**src/pin_mux_pkg.sv**
```systemverilog
// Constants, register map and field layout for the shared pin function select block
package pin_mux_pkg;

  // ****************************************************************
  // Sizes
  // ****************************************************************
  localparam int unsigned REG_ADDR_W = 12;
  localparam int unsigned GPIO_PINS = 16;
  localparam int unsigned SP1_PINS = 7;
  localparam int unsigned PCI_GP_PINS = 7;

  // ****************************************************************
  // Register byte offsets
  // ****************************************************************
  localparam logic [11:0] OFS_GPIO_ENABLE = 12'h000;
  localparam logic [11:0] OFS_GPIO_DIRECTION = 12'h004;
  localparam logic [11:0] OFS_GPIO_OUTPUT = 12'h008;
  localparam logic [11:0] OFS_GPIO_INPUT = 12'h00C;
  localparam logic [11:0] OFS_STRAP_STATUS = 12'h010;

  typedef enum logic [2:0] {
    SEL_ENABLE = 3'b000,
    SEL_DIRECTION = 3'b001,
    SEL_OUTPUT = 3'b010,
    SEL_INPUT = 3'b011,
    SEL_STRAP = 3'b100,
    SEL_NONE = 3'b111
  } reg_sel_t;

  // ****************************************************************
  // Reset values and fields
  // ****************************************************************
  localparam logic [15:0] GPIO_ENABLE_RST = 16'h0000;
  localparam logic [15:0] GPIO_DIRECTION_RST = 16'h0000;
  localparam logic [15:0] GPIO_OUTPUT_RST = 16'h0000;
  localparam int unsigned STRAP_ATM_BIT = 0;
  localparam int unsigned STRAP_PCI_BIT = 1;

  // Pins with a second function
  localparam int unsigned PIN_QUARTER_CLK = 1;
  localparam int unsigned PIN_SIXTH_CLK = 2;
  localparam int unsigned PIN_SERIAL2_CLK = 8;
  localparam int unsigned PIN_PCI_LO = 9;

  // ****************************************************************
  // Clock dividers and bus answers
  // ****************************************************************
  localparam int unsigned QUARTER_DIV = 4;
  localparam int unsigned SIXTH_DIV = 6;
  localparam logic [1:0] RESP_OKAY = 2'h0;
  localparam logic [1:0] RESP_SLVERR = 2'h2;

endpackage

```
**src/shared_pin_function_select.sv**
```systemverilog
// Shared pin function select: software GPIO muxing, strap-fixed peripheral muxing
//
// Decided for this implementation: the register addresses and the AXI4-Lite slave port.
`timescale 1ns/1ps

module shared_pin_function_select #(
  parameter int unsigned HOST_PCI_W = 42,
  parameter int unsigned ATM_DED_W = 8,
  parameter int unsigned PCI_DED_W = 8
) (
  input wire logic clock_i,
  input wire logic arst_n_i,
  // AXI4-Lite register port
  input wire logic [pin_mux_pkg::REG_ADDR_W-1:0] s_axi_awaddr_i,
  input wire logic s_axi_awvalid_i,
  output logic s_axi_awready_o,
  input wire logic [31:0] s_axi_wdata_i,
  input wire logic [3:0] s_axi_wstrb_i,
  input wire logic s_axi_wvalid_i,
  output logic s_axi_wready_o,
  output logic [1:0] s_axi_bresp_o,
  output logic s_axi_bvalid_o,
  input wire logic s_axi_bready_i,
  input wire logic [pin_mux_pkg::REG_ADDR_W-1:0] s_axi_araddr_i,
  input wire logic s_axi_arvalid_i,
  output logic s_axi_arready_o,
  output logic [31:0] s_axi_rdata_o,
  output logic [1:0] s_axi_rresp_o,
  output logic s_axi_rvalid_o,
  input wire logic s_axi_rready_i,
  // Strap levels
  input wire logic atm_port_select_strap_i,
  input wire logic pci_select_strap_i,
  // GPIO pads
  input wire logic [pin_mux_pkg::GPIO_PINS-1:0] gpio_pad_in_i,
  output logic [pin_mux_pkg::GPIO_PINS-1:0] gpio_pad_out_o,
  output logic [pin_mux_pkg::GPIO_PINS-1:0] gpio_pad_oe_o,
  output logic serial2_external_clock_in_o,
  // PCI side of the upper GPIO pads
  input wire logic [pin_mux_pkg::PCI_GP_PINS-1:0] pci_gp_out_i,
  input wire logic [pin_mux_pkg::PCI_GP_PINS-1:0] pci_gp_oe_i,
  output logic [pin_mux_pkg::PCI_GP_PINS-1:0] pci_gp_in_o,
  // Serial port 1 / ATM address pads
  input wire logic [pin_mux_pkg::SP1_PINS-1:0] sp1_pad_in_i,
  output logic [pin_mux_pkg::SP1_PINS-1:0] sp1_pad_out_o,
  output logic [pin_mux_pkg::SP1_PINS-1:0] sp1_pad_oe_o,
  input wire logic [pin_mux_pkg::SP1_PINS-1:0] serial1_out_i,
  input wire logic [pin_mux_pkg::SP1_PINS-1:0] serial1_oe_i,
  output logic [pin_mux_pkg::SP1_PINS-1:0] serial1_in_o,
  input wire logic [pin_mux_pkg::SP1_PINS-1:0] atm_addr_out_i,
  input wire logic [pin_mux_pkg::SP1_PINS-1:0] atm_addr_oe_i,
  output logic [pin_mux_pkg::SP1_PINS-1:0] atm_addr_in_o,
  // Host port / PCI shared pads
  input wire logic [HOST_PCI_W-1:0] shared_pad_in_i,
  output logic [HOST_PCI_W-1:0] shared_pad_out_o,
  output logic [HOST_PCI_W-1:0] shared_pad_oe_o,
  input wire logic [HOST_PCI_W-1:0] host_out_i,
  input wire logic [HOST_PCI_W-1:0] host_oe_i,
  output logic [HOST_PCI_W-1:0] host_in_o,
  input wire logic [HOST_PCI_W-1:0] pci_out_i,
  input wire logic [HOST_PCI_W-1:0] pci_oe_i,
  output logic [HOST_PCI_W-1:0] pci_in_o,
  // Dedicated ATM and PCI pads
  input wire logic [ATM_DED_W-1:0] atm_ded_pad_in_i,
  output logic [ATM_DED_W-1:0] atm_ded_pad_out_o,
  output logic [ATM_DED_W-1:0] atm_ded_pad_oe_o,
  input wire logic [ATM_DED_W-1:0] atm_ded_out_i,
  input wire logic [ATM_DED_W-1:0] atm_ded_oe_i,
  output logic [ATM_DED_W-1:0] atm_ded_in_o,
  input wire logic [PCI_DED_W-1:0] pci_ded_pad_in_i,
  output logic [PCI_DED_W-1:0] pci_ded_pad_out_o,
  output logic [PCI_DED_W-1:0] pci_ded_pad_oe_o,
  input wire logic [PCI_DED_W-1:0] pci_ded_out_i,
  input wire logic [PCI_DED_W-1:0] pci_ded_oe_i,
  output logic [PCI_DED_W-1:0] pci_ded_in_o,
  // Peripheral enables
  output logic atm_enable_o,
  output logic pci_enable_o
);
  import pin_mux_pkg::*;

  generate
    if (HOST_PCI_W < 1 || ATM_DED_W < 1 || PCI_DED_W < 1)
    begin : g_bad_width
      $error("shared_pin_function_select: pin group widths must be at least 1");
    end
  endgenerate

  // ****************************************************************
  // State
  // ****************************************************************
  typedef struct packed {
    logic aw_ready;
    logic w_ready;
    logic aw_full;
    logic w_full;
    logic [REG_ADDR_W-1:0] aw_addr;
    logic [31:0] w_data;
    logic [3:0] w_strb;
    logic b_valid;
    logic [1:0] b_resp;
    logic ar_ready;
    logic r_valid;
    logic [31:0] r_data;
    logic [1:0] r_resp;
    logic [15:0] gpio_en;
    logic [15:0] gpio_dir;
    logic [15:0] gpio_out;
    logic strap_done;
    logic atm_sel;
    logic pci_sel;
    logic [GPIO_PINS-1:0] gp_out;
    logic [GPIO_PINS-1:0] gp_oe;
    logic serial2_clk;
    logic [PCI_GP_PINS-1:0] pci_gp_in;
    logic [SP1_PINS-1:0] sp1_out;
    logic [SP1_PINS-1:0] sp1_oe;
    logic [SP1_PINS-1:0] serial1_in;
    logic [SP1_PINS-1:0] atm_addr_in;
    logic [HOST_PCI_W-1:0] sh_out;
    logic [HOST_PCI_W-1:0] sh_oe;
    logic [HOST_PCI_W-1:0] host_in;
    logic [HOST_PCI_W-1:0] pci_in;
    logic [ATM_DED_W-1:0] atm_ded_out;
    logic [ATM_DED_W-1:0] atm_ded_oe;
    logic [ATM_DED_W-1:0] atm_ded_in;
    logic [PCI_DED_W-1:0] pci_ded_out;
    logic [PCI_DED_W-1:0] pci_ded_oe;
    logic [PCI_DED_W-1:0] pci_ded_in;
  } state_t;

  localparam state_t STATE_RST = '{
    aw_ready: 1'b1,
    w_ready: 1'b1,
    ar_ready: 1'b1,
    gpio_en: GPIO_ENABLE_RST,
    gpio_dir: GPIO_DIRECTION_RST,
    gpio_out: GPIO_OUTPUT_RST,
    default: '0
  };

  state_t s_ff;
  state_t nxt_s;
  logic quarter_clk;
  logic sixth_clk;

  // ****************************************************************
  // Functions
  // ****************************************************************
  function automatic reg_sel_t decode(input logic [REG_ADDR_W-1:0] a);
    logic [11:0] w;
    w = {a[11:2], 2'h0};
    unique case (w)
      OFS_GPIO_ENABLE: decode = SEL_ENABLE;
      OFS_GPIO_DIRECTION: decode = SEL_DIRECTION;
      OFS_GPIO_OUTPUT: decode = SEL_OUTPUT;
      OFS_GPIO_INPUT: decode = SEL_INPUT;
      OFS_STRAP_STATUS: decode = SEL_STRAP;
      default: decode = SEL_NONE;
    endcase
  endfunction

  function automatic logic [15:0] merge16(input logic [15:0] old, input logic [31:0] d,
                                          input logic [3:0] strb);
    merge16 = old;
    if (strb[0])
    begin
      merge16[7:0] = d[7:0];
    end
    if (strb[1])
    begin
      merge16[15:8] = d[15:8];
    end
  endfunction

  // ****************************************************************
  // Fixed-rate clock sources
  // ****************************************************************
  clock_divider #(
    .DIV(QUARTER_DIV)
  ) u_quarter_div (
    .clock_i(clock_i),
    .arst_n_i(arst_n_i),
    .clk_o(quarter_clk)
  );

  clock_divider #(
    .DIV(SIXTH_DIV)
  ) u_sixth_div (
    .clock_i(clock_i),
    .arst_n_i(arst_n_i),
    .clk_o(sixth_clk)
  );

  // ****************************************************************
  // Next state
  // ****************************************************************
  always_comb
  begin
    reg_sel_t wsel;
    reg_sel_t rsel;
    logic strap_atm;
    logic strap_pci;
    nxt_s = s_ff;
    wsel = SEL_NONE;
    rsel = SEL_NONE;
    strap_atm = s_ff.atm_sel;
    strap_pci = s_ff.pci_sel;

    // Straps are taken once on the first edge after reset release and then frozen
    if (!s_ff.strap_done)
    begin
      nxt_s.strap_done = 1'b1;
      nxt_s.atm_sel = atm_port_select_strap_i;
      nxt_s.pci_sel = pci_select_strap_i;
    end

    // Write channel: address and data are accepted independently
    if (s_axi_awvalid_i && s_ff.aw_ready)
    begin
      nxt_s.aw_full = 1'b1;
      nxt_s.aw_addr = s_axi_awaddr_i;
    end
    if (s_axi_wvalid_i && s_ff.w_ready)
    begin
      nxt_s.w_full = 1'b1;
      nxt_s.w_data = s_axi_wdata_i;
      nxt_s.w_strb = s_axi_wstrb_i;
    end
    if (s_axi_bready_i && s_ff.b_valid)
    begin
      nxt_s.b_valid = 1'b0;
    end
    if (nxt_s.aw_full && nxt_s.w_full && !nxt_s.b_valid)
    begin
      wsel = decode(nxt_s.aw_addr);
      nxt_s.b_resp = RESP_OKAY;
      unique case (wsel)
        SEL_ENABLE: nxt_s.gpio_en = merge16(s_ff.gpio_en, nxt_s.w_data, nxt_s.w_strb);
        SEL_DIRECTION: nxt_s.gpio_dir = merge16(s_ff.gpio_dir, nxt_s.w_data, nxt_s.w_strb);
        SEL_OUTPUT: nxt_s.gpio_out = merge16(s_ff.gpio_out, nxt_s.w_data, nxt_s.w_strb);
        SEL_INPUT, SEL_STRAP, SEL_NONE: nxt_s.b_resp = RESP_SLVERR;
      endcase
      nxt_s.aw_full = 1'b0;
      nxt_s.w_full = 1'b0;
      nxt_s.b_valid = 1'b1;
    end
    // Holding ready low while a write waits gives one write in flight and no overrun
    nxt_s.aw_ready = !nxt_s.aw_full && !nxt_s.b_valid;
    nxt_s.w_ready = !nxt_s.w_full && !nxt_s.b_valid;

    // Read channel
    if (s_axi_rready_i && s_ff.r_valid)
    begin
      nxt_s.r_valid = 1'b0;
      nxt_s.ar_ready = 1'b1;
    end
    if (s_axi_arvalid_i && s_ff.ar_ready)
    begin
      rsel = decode(s_axi_araddr_i);
      nxt_s.r_valid = 1'b1;
      nxt_s.ar_ready = 1'b0;
      nxt_s.r_resp = RESP_OKAY;
      nxt_s.r_data = 32'h0000_0000;
      unique case (rsel)
        SEL_ENABLE: nxt_s.r_data[15:0] = s_ff.gpio_en;
        SEL_DIRECTION: nxt_s.r_data[15:0] = s_ff.gpio_dir;
        SEL_OUTPUT: nxt_s.r_data[15:0] = s_ff.gpio_out;
        SEL_INPUT: nxt_s.r_data[15:0] = gpio_pad_in_i;
        SEL_STRAP:
        begin
          nxt_s.r_data[STRAP_ATM_BIT] = s_ff.atm_sel;
          nxt_s.r_data[STRAP_PCI_BIT] = s_ff.pci_sel;
        end
        SEL_NONE: nxt_s.r_resp = RESP_SLVERR;
      endcase
    end

    // GPIO pads: plain GPIO path first, then the second functions override
    nxt_s.serial2_clk = 1'b0;
    for (int i = 0; i < GPIO_PINS; i++)
    begin
      nxt_s.gp_out[i] = s_ff.gpio_out[i];
      nxt_s.gp_oe[i] = s_ff.gpio_en[i] && s_ff.gpio_dir[i];
      if (i == PIN_QUARTER_CLK && !s_ff.gpio_en[i])
      begin
        nxt_s.gp_out[i] = quarter_clk;
        nxt_s.gp_oe[i] = 1'b1;
      end
      if (i == PIN_SIXTH_CLK && !s_ff.gpio_en[i])
      begin
        nxt_s.gp_out[i] = sixth_clk;
        nxt_s.gp_oe[i] = 1'b1;
      end
      if (i == PIN_SERIAL2_CLK && !s_ff.gpio_en[i])
      begin
        nxt_s.gp_oe[i] = 1'b0;
        nxt_s.serial2_clk = gpio_pad_in_i[i];
      end
      if (i >= PIN_PCI_LO && strap_pci)
      begin
        // PCI owns these pins whatever software has written
        nxt_s.gp_out[i] = pci_gp_out_i[i - PIN_PCI_LO];
        nxt_s.gp_oe[i] = pci_gp_oe_i[i - PIN_PCI_LO];
      end
    end
    nxt_s.pci_gp_in = strap_pci ? gpio_pad_in_i[GPIO_PINS-1:PIN_PCI_LO] : '0;

    // Serial port 1 versus ATM address pads
    if (strap_atm)
    begin
      nxt_s.sp1_out = atm_addr_out_i;
      nxt_s.sp1_oe = atm_addr_oe_i;
      nxt_s.atm_addr_in = sp1_pad_in_i;
      nxt_s.serial1_in = '0;
    end
    else
    begin
      nxt_s.sp1_out = serial1_out_i;
      nxt_s.sp1_oe = serial1_oe_i;
      nxt_s.serial1_in = sp1_pad_in_i;
      nxt_s.atm_addr_in = '0;
    end

    // Host port versus PCI shared pads
    if (strap_pci)
    begin
      nxt_s.sh_out = pci_out_i;
      nxt_s.sh_oe = pci_oe_i;
      nxt_s.pci_in = shared_pad_in_i;
      nxt_s.host_in = '0;
    end
    else
    begin
      nxt_s.sh_out = host_out_i;
      nxt_s.sh_oe = host_oe_i;
      nxt_s.host_in = shared_pad_in_i;
      nxt_s.pci_in = '0;
    end

    // Dedicated pads of a disabled peripheral float and feed it zeros
    nxt_s.atm_ded_out = strap_atm ? atm_ded_out_i : '0;
    nxt_s.atm_ded_oe = strap_atm ? atm_ded_oe_i : '0;
    nxt_s.atm_ded_in = strap_atm ? atm_ded_pad_in_i : '0;
    nxt_s.pci_ded_out = strap_pci ? pci_ded_out_i : '0;
    nxt_s.pci_ded_oe = strap_pci ? pci_ded_oe_i : '0;
    nxt_s.pci_ded_in = strap_pci ? pci_ded_pad_in_i : '0;
  end

  // ****************************************************************
  // State register
  // ****************************************************************
  always_ff @(posedge clock_i or negedge arst_n_i)
  begin
    if (!arst_n_i)
    begin
      s_ff <= STATE_RST;
    end
    else
    begin
      s_ff <= nxt_s;
    end
  end

  // ****************************************************************
  // Outputs, all straight from the state register
  // ****************************************************************
  assign s_axi_awready_o = s_ff.aw_ready;
  assign s_axi_wready_o = s_ff.w_ready;
  assign s_axi_bresp_o = s_ff.b_resp;
  assign s_axi_bvalid_o = s_ff.b_valid;
  assign s_axi_arready_o = s_ff.ar_ready;
  assign s_axi_rdata_o = s_ff.r_data;
  assign s_axi_rresp_o = s_ff.r_resp;
  assign s_axi_rvalid_o = s_ff.r_valid;
  assign gpio_pad_out_o = s_ff.gp_out;
  assign gpio_pad_oe_o = s_ff.gp_oe;
  assign serial2_external_clock_in_o = s_ff.serial2_clk;
  assign pci_gp_in_o = s_ff.pci_gp_in;
  assign sp1_pad_out_o = s_ff.sp1_out;
  assign sp1_pad_oe_o = s_ff.sp1_oe;
  assign serial1_in_o = s_ff.serial1_in;
  assign atm_addr_in_o = s_ff.atm_addr_in;
  assign shared_pad_out_o = s_ff.sh_out;
  assign shared_pad_oe_o = s_ff.sh_oe;
  assign host_in_o = s_ff.host_in;
  assign pci_in_o = s_ff.pci_in;
  assign atm_ded_pad_out_o = s_ff.atm_ded_out;
  assign atm_ded_pad_oe_o = s_ff.atm_ded_oe;
  assign atm_ded_in_o = s_ff.atm_ded_in;
  assign pci_ded_pad_out_o = s_ff.pci_ded_out;
  assign pci_ded_pad_oe_o = s_ff.pci_ded_oe;
  assign pci_ded_in_o = s_ff.pci_ded_in;
  assign atm_enable_o = s_ff.atm_sel;
  assign pci_enable_o = s_ff.pci_sel;

endmodule

```
**src/clock_divider.sv**
```systemverilog
// Even-ratio clock divider with a registered output
`timescale 1ns/1ps

module clock_divider #(
  parameter int unsigned DIV = 4
) (
  input wire logic clock_i,
  input wire logic arst_n_i,
  output logic clk_o
);
  import pin_mux_pkg::*;

  localparam int unsigned HALF = DIV / 2;
  localparam int unsigned CNT_W = $clog2(HALF);

  // Odd ratios would give an uneven duty cycle, so they are refused
  generate
    if (DIV < 4 || (DIV % 2) != 0)
    begin : g_bad_div
      $error("clock_divider: DIV must be even and at least 4");
    end
  endgenerate

  typedef struct packed {
    logic [CNT_W-1:0] cnt;
    logic clk;
  } div_state_t;

  div_state_t s_ff;
  div_state_t nxt_s;

  always_comb
  begin
    nxt_s = s_ff;
    if (s_ff.cnt == CNT_W'(HALF - 1))
    begin
      nxt_s.cnt = '0;
      nxt_s.clk = ~s_ff.clk;
    end
    else
    begin
      nxt_s.cnt = s_ff.cnt + 1'b1;
    end
  end

  always_ff @(posedge clock_i or negedge arst_n_i)
  begin
    if (!arst_n_i)
    begin
      s_ff <= '0;
    end
    else
    begin
      s_ff <= nxt_s;
    end
  end

  assign clk_o = s_ff.clk;

endmodule

```
**config.mk**
```make
export PLATFORM = sky130hd
export DESIGN_NAME = shared_pin_function_select
export DESIGN_NICKNAME = d
export VERILOG_FILES = /design/src/pin_mux_pkg.sv /design/src/shared_pin_function_select.sv /design/src/clock_divider.sv
export SDC_FILE = /design/constraint.sdc
export NUM_CORES = 1
export LEC_CHECK = 0
export BUFFER_PORTS_ARGS = -buffer_cell sky130_fd_sc_hd__buf_2
export CAP_MARGIN = 20
export CORE_AREA = 8 8 274 276
export DETAILED_ROUTE_END_ITERATION = 16
export DIE_AREA = 0 0 282 284
export MAX_ROUTING_LAYER = met4
export PLACE_DENSITY = 0.57
export REMOVE_ABC_BUFFERS = 1
export SKIP_LAST_GASP = 1
export SYNTH_ARGS = -nofsm -noshare
export SYNTH_HDL_FRONTEND = slang
export SYNTH_SLANG_ARGS = --single-unit
```
**constraint.sdc**
```tcl
create_clock -name clock_i -period 2.3 [get_ports clock_i]
set_input_delay 0.115 -clock clock_i [delete_from_list [all_inputs] [get_ports clock_i]]
set_output_delay 0.115 -clock clock_i [all_outputs]
set_load 0.05 [all_outputs]
```
### Yosys cells after proc, flatten, opt, wreduce, memory -nomap -nowiden

Index checks and enable logic that the tools add are counted.

| word-level totals | value |
|---|---|
| flip-flop bits (word level) | 399 |
| output and inout port bits | 327 |

| operators by class | value |
|---|---|
| eq/ne operators | 19 |
| reduce and logical (&&, ||, !) cells | 41 |
| multiplexer cells | 48 |
| bitwise operators | 2 |
| $add $sub $neg | 2 |

Operators with widths:

| cell | count |
|---|---|
| 2-to-1 mux 168 bit | 1 |
| one-hot mux 14 bit (4 select lines) | 1 |
| 2-to-1 mux 8 bit | 6 |
| == test 10 x 2 -> 1 bit, second input constant | 4 |
| 2-to-1 mux 36 bit | 1 |
| one-hot mux 3 bit (5 select lines) | 2 |
| 2-to-1 mux 28 bit | 1 |
| logical AND 1 bit | 25 |
| 2-to-1 mux 1 bit | 24 |
| == test 10 x 1 -> 1 bit, second input constant | 2 |
| == test 10 x 3 -> 1 bit, second input constant | 2 |
| logical NOT 10 bit | 2 |
| 2-to-1 mux 20 bit | 1 |
| AND reduction 3 bit | 6 |
| == test 3 x 2 -> 1 bit, second input constant | 4 |
| == test 3 bit, second input constant | 4 |
| 2-to-1 mux 12 bit | 1 |
| 2-to-1 mux 2 bit | 5 |
| one-hot mux 2 bit (5 select lines) | 1 |
| 2-to-1 mux 3 bit | 3 |
| 2-to-1 mux 7 bit | 1 |
| == test 3 x 1 -> 1 bit, second input constant | 2 |
| logical NOT 3 bit | 2 |
| logical NOT 1 bit | 4 |
| other kinds (6) | 7 |

### Longest topological paths before layout

Gate-level depths: netlist (run 1).

| depth | value |
|---|---|
| word-level depth | 11 |
| depth in mapped cells | 7 |

### Modules after synthesis

Synthesis (run 1) repeated with hierarchy kept, for this count alone.

| unflattened totals | value |
|---|---|
| cell total of the unflattened synthesis | 1274 |
| area, all modules | 16764.8 um^2 |

Modules (own cells, without submodules):

| module | cells each | seq. area each (um^2) | area each (um^2) | instances |
|---|---|---|---|---|
| shared_pin_function_select | 1263 | 9713.1 | 16587.2 | 1 |
| clock_divider at u_sixth_div | 7 | 75.1 | 115.1 | 1 |
| clock_divider at u_quarter_div | 4 | 50.0 | 62.6 | 1 |

### Least setup slack after synthesis (run 1)

OpenSTA, ideal clock, no wires.

| timing | value |
|---|---|
| kind | register -> register |
| start point | register s_ff (netlist bit s_axi_awready_o) |
| end point | register s_ff (netlist bit nxt_s[268]) |
| clock period less this slack | 2.248 ns |
| arrival | 2.123 ns |
| path buffers | 1 |
| slack | 0.052 ns |
| cell stages (with the launch flop) | 8 |
| data required time | 2.175 ns |
| cell sequence | dfstp_2 -> nand2_2 -> buf_6 -> mux2i_4 -> inv_1 -> nor2_1 -> o2111ai_2 -> mux2_2 |

RTL lines:

| item | RTL line | source |
|---|---|---|
| start: declaration | shared_pin_function_select.sv:142 | `state_t s_ff;` |
| start signal: assignment | shared_pin_function_select.sv:361 | `s_ff <= nxt_s;` |

==> Implementation_results.wiki, run 1 <==
{| class="wikitable"
! Metric !! Value
|-
| Clock Tree Root || sky130_fd_sc_hd__clkbuf_16
|-
| Cell count after synthesis || approximately 1200
|-
| Post-DR vias/cell || approximately 3.9
|-
| Number of core rows || 98
|-
| Predominant post-synthesis flop cell || sky130_fd_sc_hd__dfrtp_1
|-
| VDD IR max || between 0.6 and 0.7 mV
|-
| Post-route clock period utilization || 0.951
|-
| Residual overflow from global routing || 0
|-
| Area growth from synthesis to layout || 45.6%
|-
| Maximum clock skew at final layout || ~0.011 ns
|-
| Worst setup path class || reg -> reg
|-
| Reg-to-Reg Start || pci_enable_o$_DFFE_PN0N_
|-
| Height of the chip || 284 um
|-
| Final GP Congestion || slightly above 0.9
|-
| Crit start category || flop
|-
| Portion of the post-synthesis area used by sequential elements || 0.592
|-
| Clock transition at path regs || 0.06 ns
|-
| Outcome || complete, no violations
|-
| Maximum number of buffers from clock root to sink || 3
|-
| Total of warnings raised by yosys || 0
|-
| Leakage power of the design || ~12 nW
|-
| DRC errors left || 0
|-
| Arrival time at the worst endpoint || about 2.6 ns
|-
| Endpoint of the worst register-to-register path || shared_pad_out_o[41]$_DFF_PN0_
|-
| Number of hold violations in the final report || 0
|-
| Maximum number of pins on one net before global-route repair || 100
|-
| Setup repair after global routing missed its margin || no
|-
| Number of antenna violations at the first check in global routing || 4
|-
| Cell depth of the worst hold path || 4
|-
| Critical path capture point type || flop
|-
| TritonRoute pass-1 iters || 4
|-
| Number of buffers created by CTS || 44
|-
| TritonCTS clock tree || done
|-
| Max-slew violation total from the final report || 0
|-
| Post-synthesis async set-or-reset flop share || 1.00
|-
| Worst-path fanout max || 99
|-
| Worst min-delay path class || in -> reg
|-
| Path depth of the worst reg2reg path || 3
|-
| Die area || 80100 um^2
|-
| Count of flip-flops with a built-in enable after synthesis || 0
|-
| Final-stage net count || ~2400
|-
| Top-Level Pins || ~700
|-
| Synth Register Bits || slightly below 400
|-
| Routed WL || about 55000 um
|-
| Hold Crit Endpoint || s_axi_rdata_o[5]$_DFFE_PN0P_
|-
| Die width || 282 um
|-
| Slew at the pin closest to its max-slew limit || 0.716 ns
|-
| Count of max-cap constraint violations || 0
|-
| Total of endpoints with negative setup slack in the final report || 0
|-
| Fmax || between 0.4 and 0.5 GHz
|-
| First DRT Iteration DRCs || around 430
|-
| Worst Min Path Start || gpio_pad_in_i[5]
|-
| First-pass GRT wire length || between 80000 and 90000 um
|-
| Proportion of layout cells with a drive suffix above 1 || 0.487
|-
| Antenna Nets Post-Route || 0
|-
| Max_slew headroom || 0.523
|-
| Count of vias placed by the detailed router || around 12000
|-
| Quantity of I/O buffers inserted on ports || roughly 680
|-
| Clock latency of the later-clocked register in the worst-skew pair || roughly 0.56 ns
|-
| Synth cell types || 38
|-
| Core area || about 71000 um^2
|-
| Required arrival time at the worst endpoint || 2.73 ns
|-
| Post-synthesis instance area || around 17000 um^2
|-
| Average wire per standard cell || 18.3 um
|-
| Setup slack of the critical path after layout || about 0.11 ns
|-
| Flop2flop setup slack || roughly 0.11 ns
|-
| Mapped Avg Cell Area || 13.3 um^2
|-
| Total power of the final layout || between 15 and 20 mW
|-
| Shortest clock period the worst path allows after layout || 2.19 ns
|-
| Global router's overall resource usage || 0.137
|-
| DP HPWL || slightly above 40000 um
|-
| Clock tree sinks || between 300 and 400
|-
| Initial Util || 0.235
|-
| Via count of the first global-routing pass || approximately 14000
|-
| Post-place setup slack || -0.0968 ns
|-
| Number of H-tree levels || 2
|-
| P per Cell Area || between 800 and 900 nW/um^2
|}
## synth_stat cells (3+ instances only)
master | count | area (um^2)
sky130_fd_sc_hd__buf_1 | 8 | 30.0
sky130_fd_sc_hd__dfrtp_1 | 390 | 9760
sky130_fd_sc_hd__o21ai_0 | 29 | 145
sky130_fd_sc_hd__clkbuf_1 | 34 | 128
sky130_fd_sc_hd__mux2_4 | 3 | 45.0
sky130_fd_sc_hd__nand2_1 | 37 | 139
sky130_fd_sc_hd__nor2_1 | 6 | 22.5
sky130_fd_sc_hd__nor2b_1 | 55 | 344
sky130_fd_sc_hd__and2_1 | 111 | 694
sky130_fd_sc_hd__buf_4 | 319 | 2390
sky130_fd_sc_hd__mux2i_1 | 6 | 60.1
sky130_fd_sc_hd__dfstp_2 | 3 | 78.8
sky130_fd_sc_hd__mux2_2 | 180 | 2030
sky130_fd_sc_hd__nor4_1 | 3 | 18.8
sky130_fd_sc_hd__inv_1 | 5 | 18.8
sky130_fd_sc_hd__mux4_2 | 14 | 315
sky130_fd_sc_hd__nand2b_1 | 18 | 113
## cell usage in the layout, fill, tap and decap left out, types with 14 or more instances in the layout
master / Yosys / routed
sky130_fd_sc_hd__buf_4: 319 / 28
sky130_fd_sc_hd__nor2b_1: 55 / 55
sky130_fd_sc_hd__dfrtp_1: 390 / 388
sky130_fd_sc_hd__dlygate4sd3_1: 0 / 358
sky130_fd_sc_hd__conb_1: 2 / 19
sky130_fd_sc_hd__buf_2: 0 / 677
sky130_fd_sc_hd__mux4_2: 14 / 14
sky130_fd_sc_hd__o21ai_0: 29 / 29
sky130_fd_sc_hd__nand2_1: 37 / 37
sky130_fd_sc_hd__clkbuf_16: 0 / 46
sky130_fd_sc_hd__mux2_2: 180 / 180
sky130_fd_sc_hd__nand2b_1: 18 / 18
sky130_fd_sc_hd__and2_1: 111 / 111
## routing by layer
metal / vias up / part of all wire / wire (um) / track usage
met1: 5772 / 0.38 / 21000 / 0.149
met2: 458 / 0.51 / 28300 / 0.238
met4: 0 / 0.035 / 1930 / 0.0519
met5: - / 0 / 0 / -
met3: 116 / 0.069 / 3810 / 0.0365
li1: 5279 / - / - / -
## what timing repair did
item,in CTS,in global routing
setup endpoints to repair,47,0
hold buffers,358,0
endpoints found under the hold margin,448,0
resized for setup,1,0
buffers inserted,0,0
## registers in the layout (all words and copies together), names as in the netlist, 8 cells and up
| signal | count |
|---|---|
| pci_ded_in_o | 8 |
| pci_in_o | 42 |
| s_axi_rdata_o | 16 |
| gpio_pad_out_o | 16 |
| atm_ded_pad_oe_o | 8 |
| s_ff | 72 |
| pci_ded_pad_out_o | 8 |
| pci_ded_pad_oe_o | 8 |
| atm_ded_in_o | 8 |
| shared_pad_out_o | 42 |
| gpio_pad_oe_o | 16 |
| atm_ded_pad_out_o | 8 |
| host_in_o | 42 |
| shared_pad_oe_o | 42 |
## logic make-up after synthesis
kind of cell / count (synthesis) / share of synthesized area
xor gates and xnor gates: 2 / 0.00105
other: 2 / 0.000452
AOI/OAI and AO/OA: 39 / 0.0145
muxes: 204 / 0.149
and+or+nand+nor: 242 / 0.0882
DFF: 393 / 0.592
buffers and inverters: 367 / 0.155
## layout make-up
| class | instances | area [um^2] |
|---|---|---|
| Clock inverter | 20 | 218 |
| Fill cell | 6882 | 46500 |
| Multi-Input combinational cell | 506 | 4270 |
| Clock buffer | 59 | 1240 |
| Tap cell | 950 | 1190 |
| Antenna cell | 3 | 7.51 |
| Sequential cell | 393 | 9840 |
| Timing Repair Buffer | 1075 | 7420 |
| Inverter | 5 | 18.8 |
## power breakdown
part	total [mW]	switching, mW	leakage (nW)	internal (mW)
combinational	4.95	3.14	6.27	1.82
sequential	7.96	0.299	4.96	7.66
clock	7.08	2.84	0.725	4.23
total	20.0	6.28	12.0	13.7
## how the worst max path moves through the flow
stage / from / endpoint / slack (ns) / cells after the start
finish: pci_enable_o$_DFFE_PN0N_ / shared_pad_out_o[41]$_DFF_PN0_ / 0.11 / 3
global route: s_ff[416]$_DFF_PN0_ / s_ff[310]$_DFFE_PN0P_ / 0.03 / 6
CTS: s_ff[416]$_DFF_PN0_ / s_ff[304]$_DFFE_PN0P_ / 0.05 / 6
detailed placement: s_ff[416]$_DFF_PN0_ / s_ff[307]$_DFFE_PN0P_ / -0.1 / 6
global placement: s_ff[416]$_DFF_PN0_ / s_ff[310]$_DFFE_PN0P_ / -0.1 / 6
floorplan: pci_enable_o$_DFFE_PN0N_ / s_axi_rdata_o[1]$_DFFE_PN0P_ / -2.35 / 4
## metrics by stage
step	std cells	util	TNS, ns	instance area [um^2]	hold WS, ns
after floorplan	904	-	-462.01	14100	-0.181
after global placement	2571	0.271	-2.01	19100	0.150
after detailed placement	2571	0.271	-1.95	19100	0.157
after CTS	3008	0.342	0	24200	0.0117
after global routing	3010	0.342	0	24200	0.0570
final	3011	0.342	0	24200	0.0643
## critical path: stages (launching register included)
cell and delay (ns):
sky130_fd_sc_hd__dfrtp_4 0.62, sky130_fd_sc_hd__buf_12 0.32, sky130_fd_sc_hd__mux2_2 0.42, sky130_fd_sc_hd__dlygate4sd3_1 0.59
Power figures use the tool's default switching activity.
==> inputs of run 2 (changes only) <==
CORE_AREA = 8 8 276 278   (was 8 8 274 276)
DIE_AREA = 0 0 284 286   (was 0 0 282 284)
SYNTH_HIERARCHICAL = 1   (was default)
==> Implementation_results.wiki, run 2 <==
{| class="wikitable"
! Metric !! Value
|-
| P per Cell Area || 851 nW/um^2 (+3.0%)
|-
| Worst setup path class || reg -> reg
|-
| Initial Util || 0.233 (-0.00237)
|-
| Area growth from synthesis to layout || 46.0%
|-
| Total power of the final layout || 20.8 mW (+4.2%)
|-
| Hold Crit Endpoint || s_axi_awready_o$_DFF_PN1_
|-
| Endpoint of the worst register-to-register path || shared_pad_oe_o[4]$_DFF_PN0_
|-
| Number of antenna violations at the first check in global routing || 7 (+3)
|-
| Maximum number of pins on one net before global-route repair || 77 (-23%)
|-
| Post-DR vias/cell || 3.90 (+1.1%)
|-
| Number of H-tree levels || 2 (unchanged)
|-
| Die width || 284 um (+0.71%)
|-
| Setup repair after global routing missed its margin || no
|-
| Worst Min Path Start || s_axi_awvalid_i
|-
| Outcome || complete, no violations
|-
| Aggregate negative setup slack || 0 ns (unchanged)
|-
| Critical path capture point type || flop
|-
| Clock transition at path regs || 0.06 ns (about the same)
|-
| Top-Level Pins || 719 (unchanged)
|-
| Maximum number of buffers from clock root to sink || 3 (unchanged)
|-
| Cell depth of the worst hold path || 3 (-1)
|-
| Predominant post-synthesis flop cell || sky130_fd_sc_hd__dfrtp_1
|-
| Path depth of the worst reg2reg path || 3 (unchanged)
|-
| Most frequent cell after synthesis || sky130_fd_sc_hd__dfrtp_1
|-
| Main area contributors after synthesis || sky130_fd_sc_hd__dfrtp_1 58%, sky130_fd_sc_hd__buf_4 14%, sky130_fd_sc_hd__mux2_2 11%
|-
| First-pass GRT wire length || 82700 um (+0.50%)
|-
| Core area || 72100 um^2 (+1.9%)
|-
| Worst-path fanout max || 50 (-49%)
|-
| Clock latency of the later-clocked register in the worst-skew pair || 0.56 ns (about the same)
|-
| Proportion of layout cells with a drive suffix above 1 || 0.481 (-0.00598)
|-
| Quantity of I/O buffers inserted on ports || 678 (unchanged)
|-
| Flip-flop count of the largest register after layout || 72 (unchanged)
|-
| Synth cell types || 47 (+24%)
|-
| Total of warnings raised by yosys || 6 (+6)
|-
| Clock tree sinks || 393 (unchanged)
|-
| Arrival time at the worst endpoint || 2.64 ns (+0.02 ns)
|-
| Number of core rows || 99 (+1.0%)
|-
| Shortest clock period the worst path allows after layout || 2.22 ns (+0.0287 ns)
|-
| Final GP Congestion || 0.856 (-7.7%)
|-
| Mapped Avg Cell Area || 13.2 um^2 (-1.1%)
|-
| Count of max-cap constraint violations || 0 (unchanged)
|-
| Flop2flop setup slack || 0.08 ns (-0.03 ns)
|-
| Worst min-delay path class || in -> reg
|-
| Crit start category || flop
|-
| Post-synth top cells || 390 x sky130_fd_sc_hd__dfrtp_1, 319 x sky130_fd_sc_hd__buf_4, 171 x sky130_fd_sc_hd__mux2_2
|-
| Register ranked first by flip-flop count || s_ff
|-
| Maximum clock skew at final layout || 0.0149 ns (+0.00404 ns)
|-
| Total of endpoints with negative setup slack in the final report || 0 (unchanged)
|-
| TritonCTS clock tree || done
|-
| Reg-to-Reg Start || pci_enable_o$_DFFE_PN0N_
|-
| Start point of the critical path || pci_enable_o$_DFFE_PN0N_
|-
| Average wire per standard cell || 18.1 um (-0.60%)
|-
| Post-route clock period utilization || 0.963 (+0.0125)
|-
| Residual overflow from global routing || 0 (unchanged)
|-
| Max-slew violation total from the final report || 0 (unchanged)
|-
| Leakage power of the design || 12.1 nW (+1.1%)
|-
| Post-synthesis instance area || 16800 um^2 (+0.87%)
|-
| Max_slew headroom || 0.402 (-0.121)
|-
| Routed WL || 55500 um (+0.92%)
|-
| Global router's overall resource usage || 0.134 (-0.00336)
|-
| VDD IR max || 0.574 mV (-16%)
|-
| DRC errors left || 0 (unchanged)
|-
| Synth Register Bits || 393 (unchanged)
|-
| Cell taking the most area after synthesis || sky130_fd_sc_hd__dfrtp_1
|-
| Commonest non-fill, non-tap cell in the layout || sky130_fd_sc_hd__buf_2
|-
| Portion of the post-synthesis area used by sequential elements || 0.587 (-0.00508)
|-
| Final-stage net count || 2449 (+1.3%)
|-
| First DRT Iteration DRCs || 485 (+12%)
|-
| TritonRoute pass-1 iters || 4 (unchanged)
|-
| Slew at the pin closest to its max-slew limit || 0.894 ns (+0.178 ns)
|-
| Post-synthesis async set-or-reset flop share || 1.00 (unchanged)
|-
| Number of buffers created by CTS || 45 (+2.3%)
|-
| Height of the chip || 286 um (+0.70%)
|-
| Die area || 81200 um^2 (+1.4%)
|-
| Count of flip-flops with a built-in enable after synthesis || 0 (unchanged)
|-
| Total setup buffers inserted after CTS || 0 (unchanged)
|-
| Number of hold violations in the final report || 0 (unchanged)
|-
| Count of vias placed by the detailed router || 11900 (+2.6%)
|-
| Fmax || 0.451 GHz (-1.3%)
|-
| Antenna Nets Post-Route || 0 (unchanged)
|-
| Required arrival time at the worst endpoint || 2.73 ns (about the same)
|-
| Via count of the first global-routing pass || 13800 (+1.7%)
|-
| Cell count after synthesis || 1274 (+2.0%)
|-
| DP HPWL || 39900 um (-1.6%)
|-
| Clock Tree Root || sky130_fd_sc_hd__clkbuf_16
|-
| Highest-count cells in the layout ignoring fill and taps || 677 x sky130_fd_sc_hd__buf_2, 388 x sky130_fd_sc_hd__dfrtp_1, 355 x sky130_fd_sc_hd__dlygate4sd3_1
|-
| Yosys top cell area share || 0.582 (-0.00504)
|}
==> run 2: worst max-delay path, stage by stage, from the launching register on <==
cell                            delay, ns
sky130_fd_sc_hd__dfrtp_4             0.77
sky130_fd_sc_hd__buf_12              0.32
sky130_fd_sc_hd__mux2_2              0.39
sky130_fd_sc_hd__dlygate4sd3_1       0.57
==> run 2: worst max-delay path by stage <==
stage / endpoint / slack [ns] / cells after the start
6_report: shared_pad_oe_o[4]$_DFF_PN0_ / 0.08 / 3
3_3_place_gp: s_ff[298]$_DFFE_PN0P_ / 0.13 / 5
2_1_floorplan: s_axi_rdata_o[1]$_DFFE_PN0P_ / -2.58 / 3
3_5_place_dp: nxt_s[273]$_DFFE_PN0P_ / 0.04 / 5
4_1_cts: nxt_s[272]$_DFFE_PN0P_ / 0.02 / 5
5_1_grt: shared_pad_oe_o[4]$_DFF_PN0_ / 0.002 / 3
==> run 2: metal layers <==
layer	wire (um)	GRT usage	part of all wire	vias to the layer above
met5	0	-	0	-
met4	1870	0.0474	0.034	0
met3	3430	0.0352	0.062	102
met2	28800	0.233	0.52	473
met1	21400	0.149	0.39	5946
li1	-	-	-	5406
==> run 2: through the flow <==
stage	util	worst slack (ns)	instance area (um^2)	std cells	hold slack, ns
final	0.340	0.0845	24500	3057	0.0641
after global routing	0.340	0.00150	24500	3057	0.0468
after CTS	0.339	0.0197	24500	3052	0.00180
after detailed placement	0.268	0.0441	19400	2613	0.00349
after global placement	0.268	0.127	19400	2613	0.00969
after floorplan	-	-2.58	14300	927	-0.181
==> run 2: what timing repair did <==
item,in CTS,in global routing
hold buffers,355,0
endpoints found under the setup margin,0,0
resized for setup,0,0
hold endpoints to repair,643,0
==> run 2: where the power goes <==
part	switching (mW)	internal [mW]	total, mW
combinational	3.33	1.93	5.25
clock	2.87	4.56	7.43
sequential	0.392	7.76	8.15
==> run 2: cell families (layout without fill, tap and decap cells) <==
group,count (synthesis),after routing,synth area share
XOR/XNOR,2,2,0.00149
AO/OA/AOI/OAI,46,46,0.0225
other,2,23,0.000448
multiplexers,191,191,0.138
buffers and inverters,368,1171,0.154
flip-flops,393,393,0.587
AND/OR/NAND/NOR,272,272,0.0971
==> run 2: final cells by class <==
class	count	area [um^2]
Timing Repair Buffer	1083	7440
Antenna cell	4	10.0
Clock inverter	15	189
Sequential cell	393	9840
Inverter	4	15.0
Fill cell	7065	47600
Clock buffer	69	1370
Multi-Input combinational cell	530	4410
Tap cell	959	1200
==> inputs of run 3 (changes only) <==
RECOVER_POWER = 100   (was default)
==> Implementation_results.wiki, run 3 (synthesized netlist as in run 2, its figures left out) <==
{| class="wikitable"
! Metric !! Value
|-
| Worst Min Path Start || gpio_pad_in_i[6]
|-
| Initial Util || 0.233 (unchanged)
|-
| Maximum clock skew at final layout || 0.0169 ns (+0.00203 ns)
|-
| Area growth from synthesis to layout || 42.7%
|-
| Shortest clock period the worst path allows after layout || 2.22 ns (+0.00790 ns)
|-
| Leakage power of the design || 10.9 nW (-9.9%)
|-
| First DRT Iteration DRCs || 462 (-4.7%)
|-
| Number of antenna violations at the first check in global routing || 7 (unchanged)
|-
| Post-route clock period utilization || 0.967 (+0.00343)
|-
| First-pass GRT wire length || 82700 um (unchanged)
|-
| Cell with the biggest individual delay on the critical path || sky130_fd_sc_hd__dfrtp_4
|-
| Commonest non-fill, non-tap cell in the layout || sky130_fd_sc_hd__dfrtp_1
|-
| Clock tree sinks || 393 (unchanged)
|-
| Post-CTS resize count || 0 (unchanged)
|-
| Routed WL || 55300 um (-0.28%)
|-
| Failing checks || max-capacitance violations, max-slew violations
|-
| Max_slew headroom || -0.144 (-0.546)
|-
| Quantity of I/O buffers inserted on ports || 678 (unchanged)
|-
| Residual overflow from global routing || 0 (unchanged)
|-
| Die width || 284 um (unchanged)
|-
| Clock latency of the later-clocked register in the worst-skew pair || 0.56 ns (about the same)
|-
| Largest incremental delay on the critical path || 0.77 ns (about the same)
|-
| Required arrival time at the worst endpoint || 2.73 ns (about the same)
|-
| P per Cell Area || 862 nW/um^2 (+1.3%)
|-
| Via count of the first global-routing pass || 13800 (unchanged)
|-
| Count of max-cap constraint violations || 2 (+2)
|-
| Post-Place Cell Area || 19400 um^2 (unchanged)
|-
| Max-slew violation total from the final report || 109 (+109)
|-
| Cell area after layout || 23900 um^2 (-2.3%)
|-
| Arrival time at the worst endpoint || 2.65 ns (about the same)
|-
| DP HPWL || 39900 um (unchanged)
|-
| Antenna Nets Post-Route || 0 (unchanged)
|-
| Worst setup path class || reg -> reg
|-
| Post-DR vias/cell || 3.89 (-0.26%)
|-
| Critical path capture point type || flop
|-
| Fmax || 0.450 GHz (-0.36%)
|-
| VDD IR max || 0.568 mV (-1.1%)
|-
| Number of hold violations in the final report || 0 (unchanged)
|-
| Crit start category || flop
|-
| Top-Level Pins || 719 (unchanged)
|-
| Maximum number of buffers from clock root to sink || 3 (unchanged)
|-
| Average wire per standard cell || 18.1 um (-0.31%)
|-
| Fill count || 7266 (+2.8%)
|-
| Die area || 81200 um^2 (unchanged)
|-
| Core area || 72100 um^2 (unchanged)
|-
| Highest-count cells in the layout ignoring fill and taps || 388 x sky130_fd_sc_hd__dfrtp_1, 369 x sky130_fd_sc_hd__buf_2, 355 x sky130_fd_sc_hd__dlygate4sd3_1
|-
| Worst min-delay path class || in -> reg
|-
| Cells along the critical path || buf_12 -> mux2_2 -> dlygate4sd3_1
|-
| Global router's overall resource usage || 0.134 (unchanged)
|-
| Number of H-tree levels || 2 (unchanged)
|-
| Final-stage net count || 2449 (unchanged)
|-
| Proportion of layout cells with a drive suffix above 1 || 0.314 (-0.167)
|-
| Number of buffers created by CTS || 45 (unchanged)
|-
| Aggregate negative setup slack || 0 ns (unchanged)
|-
| Total of endpoints with negative setup slack in the final report || 0 (unchanged)
|-
| Height of the chip || 286 um (unchanged)
|-
| Start point of the critical path || pci_enable_o$_DFFE_PN0N_
|-
| Worst hold margin || 0.0678 ns (+0.00364 ns)
|-
| Bufs and invs on worst path || 2 (unchanged)
|-
| Total setup buffers inserted after CTS || 0 (unchanged)
|-
| Final GP Congestion || 0.856 (unchanged)
|-
| Total placed cells including tap cells || 2613 (unchanged)
|-
| Clock transition at path regs || 0.06 ns (about the same)
|-
| Maximum number of pins on one net before global-route repair || 77 (unchanged)
|-
| TritonRoute pass-1 iters || 4 (unchanged)
|-
| Final Non-Filler Cells || 3058 (+0.033%)
|-
| Outcome || complete, but fails checks
|-
| Family with the most delay on the worst path || buffers and inverters
|-
| Setup repair after global routing missed its margin || no
|-
| Number of core rows || 99 (unchanged)
|-
| DRC errors left || 0 (unchanged)
|-
| Worst-path fanout max || 50 (unchanged)
|-
| Clock Tree Root || sky130_fd_sc_hd__clkbuf_16
|-
| Register ranked first by flip-flop count || s_ff
|-
| Reg-to-Reg Start || pci_enable_o$_DFFE_PN0N_
|-
| Count of vias placed by the detailed router || 11900 (-0.23%)
|-
| Slew at the pin closest to its max-slew limit || 1.72 ns (+0.822 ns)
|-
| TritonCTS clock tree || done
|-
| Flip-flop count of the largest register after layout || 72 (unchanged)
|}
-- run 3: changes by cell type in the layout (fill, tap and decap cells not counted), sizes merged --
cell    previous run  this run
buf              728       386
clkbuf            69       411
diode              4         5
-- run 3: timing repair --
item	4_1_cts	5_1_grt
endpoints found under the hold margin	643	0
hold buffers	355	0
endpoints found under the setup margin	0	0
-- run 3: worst paths after layout --
kind                                                       to  slack (ns)  cells after the start
worst max-delay path             shared_pad_oe_o[4]$_DFF_PN0_        0.08                      3
worst min-delay path             s_axi_rdata_o[6]$_DFFE_PN0P_        0.07                      4
min in group asynchronous         gpio_pad_oe_o[11]$_DFF_PN0_        0.42                      3
worst min register to register    gpio_pad_out_o[7]$_DFF_PN0_        0.40                      0
worst max register to register   shared_pad_oe_o[4]$_DFF_PN0_        0.08                      3
max in group asynchronous       shared_pad_oe_o[38]$_DFF_PN0_        0.46                      3
-- run 3: tightest hold or removal path: cells and delay by family --
kind                   cells  cell delay (ns)
AOI/OAI and AO/OA          1             0.13
buffers and inverters      1             0.07
muxes                      1             0.21
and+or+nand+nor            1             0.05
-- run 3: routing by layer --
metal / GRT usage / part of all wire
met4: 0.0474 / 0.033
met5: - / 0
met1: 0.149 / 0.39
met3: 0.0352 / 0.060
met2: 0.233 / 0.52
-- run 3: power by group --
group	leakage (nW)	internal, mW	total [mW]	switching (mW)
Combinational	5.14	1.70	5.02	3.32
Clock	0.769	4.56	7.44	2.88
Sequential	4.97	7.75	8.15	0.405
-- run 3: cell type report --
type	count	area, um^2	share of cell area
Multi-Input combinational cell	530	4400	0.184
Tap cell	959	1200	0.0501
Inverter	4	15.0	0.000628
Clock buffer	69	1370	0.0572
Antenna cell	5	12.5	0.000523
Clock inverter	15	189	0.00790
Sequential cell	393	9840	0.411
Timing Repair Buffer	1083	6900	0.288
-- run 3: per-stage QoR --
| step | setup WS (ns) | utilization | power (mW) |
|---|---|---|---|
| CTS | 0.0197 | 0.339 | 21.1 |
| finish | 0.0766 | 0.332 | 20.6 |
| floorplan | -2.58 | - | 11.2 |
| global placement | 0.127 | 0.268 | 12.8 |
| global route | 0.000938 | 0.332 | 21.5 |
| detailed placement | 0.0441 | 0.268 | 12.9 |
